[config.mk]
export PLATFORM = sky130hd
export DESIGN_NAME = tmi_merge
export DESIGN_NICKNAME = d
export VERILOG_FILES = /design/src/core/tmi_pkg.sv /design/src/core/tmi_axis_if.sv /design/src/core/tmi_axis.sv /design/src/core/tmi_merge.sv
export SDC_FILE = /design/constraint.sdc
export NUM_CORES = 1
export LEC_CHECK = 0
export ABC_AREA = 1
export BUFFER_PORTS_ARGS = -buffer_cell sky130_fd_sc_hd__buf_2
export CAP_MARGIN = 20
export CELL_PAD_IN_SITES_DETAIL_PLACEMENT = 1
export CELL_PAD_IN_SITES_GLOBAL_PLACEMENT = 2
export CORE_ASPECT_RATIO = 0.75
export CORE_UTILIZATION = 33
export CTS_BUF_LIST = sky130_fd_sc_hd__clkbuf_16
export CTS_CLUSTER_SIZE = 40
export DETAILED_ROUTE_END_ITERATION = 6
export PLACE_DENSITY_LB_ADDON = 0.1
export SLEW_MARGIN = 15
export SYNTH_ARGS = -nofsm -noshare
export SYNTH_HDL_FRONTEND = slang
export SYNTH_HIERARCHICAL = 1
export SYNTH_SLANG_ARGS = --single-unit
[constraint.sdc]
create_clock -name clk -period 2.53 [get_ports clk]
set_input_delay 0.3795 -clock clk [delete_from_list [all_inputs] [get_ports clk]]
set_output_delay 0.3795 -clock clk [all_outputs]
set_load 0.05 [all_outputs]
[src/core/tmi_pkg.sv]
// tmi_pkg: shared constants and types for the three-axis interrupt merge block
// assumes: single 50 MHz clock domain, synchronous active-high reset
package tmi_pkg;

  localparam int unsigned N_AXES = 3;

  // -----------------------------------------------------------------
  // motion, status and auxiliary command codes on the command port
  // -----------------------------------------------------------------
  localparam logic [3:0] CMD_STOP        = 4'h1;
  localparam logic [3:0] CMD_JOG         = 4'h2;
  localparam logic [3:0] CMD_ACCEL_MOVE  = 4'h3;
  localparam logic [3:0] CMD_CONST_MOVE  = 4'h4;
  localparam logic [3:0] CMD_OUTER_LIMIT = 4'h5;
  localparam logic [3:0] CMD_INNER_LIMIT = 4'h6;
  localparam logic [3:0] CMD_REFERENCE   = 4'h7;
  localparam logic [3:0] CMD_READ_STATUS = 4'h8;
  localparam logic [3:0] CMD_TOGGLE_AUX  = 4'hD;

  // -----------------------------------------------------------------
  // reset values
  // -----------------------------------------------------------------
  localparam logic RST_IRQ_EN  = 1'b0;
  localparam logic RST_AUX     = 1'b0;
  localparam logic RST_PENDING = 1'b0;

  typedef enum {AX_IDLE, AX_BUSY} tmi_axis_state_t;

  // decode of commands able to signal completion
  function automatic logic tmi_irq_capable(input logic [3:0] cmd);
    tmi_irq_capable = (cmd >= CMD_JOG) && (cmd <= CMD_REFERENCE);
  endfunction

endpackage

[src/core/tmi_axis_if.sv]
// tmi_axis_if: command and status bundle between top and one axis
// assumes: driven and sampled on the same clock as the top module
`timescale 1ns/10ps
interface tmi_axis_if;
  logic       cmd_valid;
  logic [3:0] cmd_code;
  logic       irq_en;
  logic       motion_done;
  logic       busy;
  logic       irq_req;
  logic       aux;
  logic       status_ok;
  logic       status_refused;

  modport top  (output cmd_valid, cmd_code, irq_en, motion_done,
                input  busy, irq_req, aux, status_ok, status_refused);
  modport axis (input  cmd_valid, cmd_code, irq_en, motion_done,
                output busy, irq_req, aux, status_ok, status_refused);
endinterface

[src/core/tmi_axis.sv]
// tmi_axis: completion-request and auxiliary-bit logic of one axis
// assumes: motion_done pulses once when the running motion command ends
`timescale 1ns/10ps
module tmi_axis
(
  input  wire logic clk,    // 50 MHz clock
  input  wire logic rst,    // synchronous reset
  tmi_axis_if.axis  ax      // command and status bundle
);

  typedef tmi_pkg::tmi_axis_state_t tmi_axis_state_t;

  typedef struct packed {
    tmi_axis_state_t st;
    logic            busy;
    logic            cmd_irq_en;
    logic            pending;
    logic            aux;
    logic            status_ok;
    logic            status_refused;
  } tmi_axis_reg_t;

  tmi_axis_reg_t s_r;
  tmi_axis_reg_t s_nxt;

  // -----------------------------------------------------------------
  // next state
  // -----------------------------------------------------------------
  always_comb
  begin
    s_nxt                = s_r;
    s_nxt.status_ok      = 1'b0;
    s_nxt.status_refused = 1'b0;
    case (s_r.st)
      tmi_pkg::AX_IDLE:
      begin
        if (ax.cmd_valid)
        begin
          if (tmi_pkg::tmi_irq_capable(ax.cmd_code))
          begin
            s_nxt.st   = tmi_pkg::AX_BUSY;
            s_nxt.busy = 1'b1;
            s_nxt.cmd_irq_en = ax.irq_en;
          end
          else if (ax.cmd_code == tmi_pkg::CMD_READ_STATUS)
          begin
            s_nxt.pending   = 1'b0;
            s_nxt.status_ok = 1'b1;
          end
          else if (ax.cmd_code == tmi_pkg::CMD_TOGGLE_AUX)
          begin
            s_nxt.aux = ~s_r.aux;
          end
        end
      end
      tmi_pkg::AX_BUSY:
      begin
        if (ax.cmd_valid && ax.cmd_code == tmi_pkg::CMD_READ_STATUS)
        begin
          s_nxt.status_refused = 1'b1;
        end
        if (ax.motion_done)
        begin
          s_nxt.st   = tmi_pkg::AX_IDLE;
          s_nxt.busy = 1'b0;
          if (s_r.cmd_irq_en)
          begin
            s_nxt.pending = 1'b1;
          end
        end
      end
      default:
      begin
        s_nxt.st = tmi_pkg::AX_IDLE;
      end
    endcase
    if (rst)
    begin
      s_nxt.st             = tmi_pkg::AX_IDLE;
      s_nxt.busy           = 1'b0;
      s_nxt.cmd_irq_en     = tmi_pkg::RST_IRQ_EN;
      s_nxt.pending        = tmi_pkg::RST_PENDING;
      s_nxt.aux            = tmi_pkg::RST_AUX;
      s_nxt.status_ok      = 1'b0;
      s_nxt.status_refused = 1'b0;
    end
  end

  always_ff @(posedge clk)
  begin
    s_r <= s_nxt;
  end

  assign ax.busy           = s_r.busy;
  assign ax.irq_req        = s_r.pending;
  assign ax.aux            = s_r.aux;
  assign ax.status_ok      = s_r.status_ok;
  assign ax.status_refused = s_r.status_refused;

endmodule

[src/core/tmi_merge.sv]
// tmi_merge: three-axis completion interrupt merge with jumper-routed output
//
// Contract
// - axis requests interrupt on qualifying completion
// - only jog and five move commands qualify
// - enable change applies from next command
// - output high impedance while interrupts disabled
// - interrupts disabled after reset and initialization
// - three axis requests ORed together
// - finish status read clears axis request
// - output routed to jumpered level 2..7
// - toggle command inverts axis auxiliary bit; the axis ignores it while busy
// - status read refused while motor busy
//
// assumes: command port and jumper are synchronous to clk except where
// noted; the motion engine pulses motion_done per axis
`timescale 1ns/10ps
module tmi_merge
(
  input  wire logic       clk,            // 50 MHz clock
  input  wire logic       rst,            // synchronous reset
  input  wire logic       cmd_valid,      // one-cycle command strobe
  input  wire logic [1:0] cmd_axis,       // axis 0..2
  input  wire logic [3:0] cmd_code,       // command code
  input  wire logic       init,           // one-cycle initialization strobe
  input  wire logic       irq_set,        // one-cycle enable/disable strobe
  input  wire logic       irq_set_val,    // 1 enable, 0 disable
  input  wire logic [2:0] motion_done,    // per-axis end of motion pulses
  input  wire logic [2:0] irq_jumper,     // level jumper 2..7, from a pin
  output logic      [5:0] irq_o,          // levels 2..7, bit 0 is level 2
  output logic      [5:0] irq_oe_n,       // low = driving that level
  output logic      [2:0] aux_o,          // auxiliary bits
  output logic      [2:0] busy_o,         // axis motor busy
  output logic      [2:0] pending_o,      // axis pending request
  output logic            status_ok_o,    // status read accepted
  output logic            status_busy_o   // status read refused
);

  typedef struct packed {
    logic [2:0] irq_en;
    logic [2:0] jmp_meta;
    logic [2:0] jmp_sync;
    logic [5:0] irq;
    logic [5:0] oe_n;
    logic [2:0] aux;
    logic [2:0] busy;
    logic [2:0] pending;
    logic       st_ok;
    logic       st_busy;
  } tmi_top_reg_t;

  tmi_top_reg_t s_r;
  tmi_top_reg_t s_nxt;

  logic [2:0] ax_busy;
  logic [2:0] ax_req;
  logic [2:0] ax_aux;
  logic [2:0] ax_ok;
  logic [2:0] ax_ref;

  // -----------------------------------------------------------------
  // axis instances
  // -----------------------------------------------------------------
  genvar g;
  generate
    for (g = 0; g < tmi_pkg::N_AXES; g++)
    begin : gen_axis
      tmi_axis_if ax ();
      assign ax.cmd_valid   = cmd_valid && (cmd_axis == 2'(g));
      assign ax.cmd_code    = cmd_code;
      assign ax.irq_en      = s_r.irq_en[g];
      assign ax.motion_done = motion_done[g];
      assign ax_busy[g]     = ax.busy;
      assign ax_req[g]      = ax.irq_req;
      assign ax_aux[g]      = ax.aux;
      assign ax_ok[g]       = ax.status_ok;
      assign ax_ref[g]      = ax.status_refused;
      tmi_axis u_axis
      (
        .clk (clk),
        .rst (rst),
        .ax  (ax)
      );
    end
  endgenerate

  // -----------------------------------------------------------------
  // enables, jumper sync, output routing
  // -----------------------------------------------------------------
  always_comb
  begin
    logic any_en;
    logic merged;
    any_en  = 1'b0;
    merged  = 1'b0;
    s_nxt   = s_r;
    s_nxt.jmp_meta = irq_jumper;
    s_nxt.jmp_sync = s_r.jmp_meta;
    if (init && cmd_axis < 2'(tmi_pkg::N_AXES))
    begin
      s_nxt.irq_en[cmd_axis] = 1'b0;
    end
    else if (irq_set && cmd_axis < 2'(tmi_pkg::N_AXES))
    begin
      s_nxt.irq_en[cmd_axis] = irq_set_val;
    end
    any_en = |s_r.irq_en;
    merged = |ax_req;
    s_nxt.irq  = 6'h00;
    s_nxt.oe_n = 6'h3F;
    if (any_en && s_r.jmp_sync >= 3'h2 && s_r.jmp_sync <= 3'h7)
    begin
      s_nxt.irq[s_r.jmp_sync - 3'h2]  = merged;
      s_nxt.oe_n[s_r.jmp_sync - 3'h2] = 1'b0;
    end
    s_nxt.aux     = ax_aux;
    s_nxt.busy    = ax_busy;
    s_nxt.pending = ax_req;
    s_nxt.st_ok   = |ax_ok;
    s_nxt.st_busy = |ax_ref;
    if (rst)
    begin
      s_nxt = '0;
      s_nxt.oe_n = 6'h3F;
    end
  end

  always_ff @(posedge clk)
  begin
    s_r <= s_nxt;
  end

  assign irq_o         = s_r.irq;
  assign irq_oe_n      = s_r.oe_n;
  assign aux_o         = s_r.aux;
  assign busy_o        = s_r.busy;
  assign pending_o     = s_r.pending;
  assign status_ok_o   = s_r.st_ok;
  assign status_busy_o = s_r.st_busy;

endmodule

==> results.json <==
{
  "root_buffer": "clkbuf_16",
  "wl_per_cell_um": 11.64,
  "cts_buffers": 5,
  "met1_usage_pct": 22.18,
  "gp_congestion": 0.7066,
  "ys_async_sr_fraction_pct": 0,
  "worstPathMaxFanout": 6,
  "status": "complete, no violations",
  "whs_ns": 0.2979,
  "coreArea_mm2": 0.005976,
  "ys.flop_type": "dfxtp_1",
  "vias": 1622,
  "row_count": 24,
  "ant_nets": 0,
  "avgSynthCellArea_um2": 7.699,
  "worstHoldStart": "irq_jumper[1]",
  "required_ns": 2.73,
  "post-cts-setup-buffers": 0,
  "die-height_um": 71.24,
  "h-tree-depth": 2,
  "seq_area_mm2": 0.001061,
  "drc": 0,
  "drive_gt1_share_pct": 20.33,
  "grtUsageMet2_pct": 20.53,
  "io_pins": 41,
  "clock-sinks": 53,
  "max_cap_violations": 0,
  "setup_violations": 0,
  "synth-seq-cells": 53,
  "dp_hpwl_mm": 3.320,
  "final_cells": 378,
  "tritoncts": "yes",
  "grt.busiest_layer": "met1",
  "max_slew_margin_pct": 53.57,
  "post_cts_resized": 0,
  "dp_cells": 370,
  "post-synth-top-area-cell": "dfxtp_1",
  "syn2layout_area_growth_pct": 13.76,
  "grt-ovfl-total": 0,
  "rrSetupSlack_ns": 1.30,
  "grt_usage_pct": 14.73,
  "final_nets": 317,
  "finalPower_mw": 1.646,
  "rr_worst_depth": 2,
  "synth.top_cell.area_share_pct": 50.30,
  "fin_crit_sh_pct": 51.16,
  "arrival_ns": 1.49,
  "multi_input_area_um2": 721.9,
  "crit_start": "cmd_axis[1]",
  "ir_worst_vdd_mv": 0.2512,
  "drv_slew": 0,
  "fin_setup_tns_ns": 0,
  "syn_inst": 274,
  "syn_nets": 292,
  "start_util_pct": 35.30,
  "fmax_mhz": 772.7,
  "hold-path-cell-count": 3,
  "wl_mm": 4.399,
  "syn_area_mm2": 0.002110,
  "dp_slack_ns": 0.9483,
  "grt_pass1_vias": 1590,
  "vias_per_cell": 4.291,
  "first_pass_iters": 4,
  "synth_area_leaders": "dfxtp_1, nor2_1, buf_4",
  "portBuffers": 40,
  "clk_pin_slew_ns": 0.07,
  "grt_max_degree": 24,
  "synth_edf_count": 0,
  "yosys_warnings": 6,
  "setup.worst_path.end_class": "flop",
  "fin_crit_ns": 1.294,
  "die-area_mm2": 0.006719,
  "worstSetupPathType": "primary input to flop",
  "holdPathEnd": "s_r[27]$_SDFF_PP0_",
  "startpoint_type": "primary input",
  "leakagePower_nw": 1.042,
  "finalHoldViolations": 0,
  "insertedDiodeCount": 0,
  "grt_use_met3_pct": 3.822,
  "yosysMostFrequentCell": "dfxtp_1",
  "clockBufferDepth": 2,
  "r2r_end": "irq_o[3]$_SDFF_PP0_",
  "ys_top_cells_by_count": "dfxtp_1, nor2_1, inv_1",
  "rsz0062_at_grt": "no",
  "cts_hold_buf": 0,
  "fin_ws_ns": 1.236,
  "die_x_um": 94.32,
  "synth_cell_types": 19,
  "fin_skew_ns": 0.004397,
  "nFillCells": 765,
  "r2r-start": "gen_axis[1].u_axis/ax.irq_req$_SDFFE_PP0P_",
  "pwr_density_cell_mw_per_mm2": 685.8,
  "antenna_found_initial": 0,
  "worst_slew_pin_slew_ns": 0.6911,
  "holdCritPathClass": "primary input to flop",
  "ys_seq_area_share_pct": 50.30,
  "grt_pass1_wl_mm": 7.631,
  "clkLatencyLatePin_ns": 0.29,
  "drt_iter0_drc": 28
}
-- worst max-delay path, cell delays in order --
cell and delay (ns):
buf_2 0.13, nor3_1 0.36, inv_1 0.13, nor2_4 0.16
inv_2 0.05, nor2_2 0.11, nand2_1 0.09, o31ai_1 0.07
-- how the worst max path moves through the flow --
stage	to	slack (ns)	cells after the start
floorplan	gen_axis[1].u_axis/s_r[6]$_SDFFE_PP0P_	1.35	8
global placement	gen_axis[0].u_axis/s_r[6]$_SDFFE_PP0P_	0.98	8
detailed placement	gen_axis[0].u_axis/s_r[6]$_SDFFE_PP0P_	0.95	8
CTS	gen_axis[0].u_axis/s_r[6]$_SDFFE_PP0P_	1.24	8
global route	gen_axis[0].u_axis/s_r[6]$_SDFFE_PP0P_	1.09	8
finish	gen_axis[0].u_axis/s_r[6]$_SDFFE_PP0P_	1.24	8
-- report_power, final --
group	internal [mW]	switching (mW)
Clock	0.374	0.315
Combinational	0.0325	0.0703
Sequential	0.846	0.00823
-- cell usage in the layout, fill, tap and decap left out --
cell	synthesis	layout
nand2_1	33	33
nand3_1	21	21
nor2_2	5	5
a21oi_1	10	10
clkinvlp_4	0	1
nor2_4	3	3
inv_6	0	2
buf_2	0	40
clkbuf_16	0	5
o31ai_1	3	3
nor3_1	17	17
or2_1	3	3
buf_4	21	1
o21bai_1	1	1
inv_1	40	40
dfxtp_1	53	53
nor2_1	51	51
nand4_1	1	1
nand3b_1	3	3
inv_2	3	3
o21ai_0	3	3
o21ai_2	1	1
-- stage by stage --
step	cell area, µm²	util [%]
after floorplan	2110	-
after global placement	2250	37.65
after CTS	2400	40.16
final	2400	40.16
after global routing	2400	40.16
after detailed placement	2250	37.65
-- cell type report --
cell class	instances	area share, %
multi-input combinational	155	30.08
tap	78	4.067
clock inverter	3	1.043
inverter	43	6.726
timing repair buffer	41	8.655
sequential	53	44.21
clock buffer	5	5.214
-- registers in the layout, indices dropped and copies added, names as in the netlist --
| name | cells |
|---|---|
| status_busy_o | 1 |
| irq_o | 6 |
| gen_axis.ax.irq_en | 3 |
| gen_axis.u_axis/ax.aux | 3 |
| busy_o | 3 |
| status_ok_o | 1 |
| gen_axis.u_axis/ax.busy | 3 |
| gen_axis.u_axis/ax.irq_req | 3 |
| s_r | 6 |
| irq_oe_n | 6 |
| aux_o | 3 |
| pending_o | 3 |
| gen_axis.u_axis/ax.status_ok | 3 |
| gen_axis.u_axis/s_r | 6 |
| gen_axis.u_axis/ax.status_refused | 3 |
-- routing by layer --
| layer | routed length, µm | up-vias |
|---|---|---|
| li1 | - | 875 |
| met1 | 2488 | 719 |
| met2 | 1735 | 26 |
| met3 | 150 | 2 |
| met4 | 25 | 0 |
| met5 | 0 | - |
-- logic make-up after synthesis --
logic type	synth area share, %
flip-flops	50.30
AND/OR/NAND/NOR	29.30
buffers and inverters	15.48
AO/OA/AOI/OAI	4.923
No activity file was read; power rests on OpenSTA's default activity.
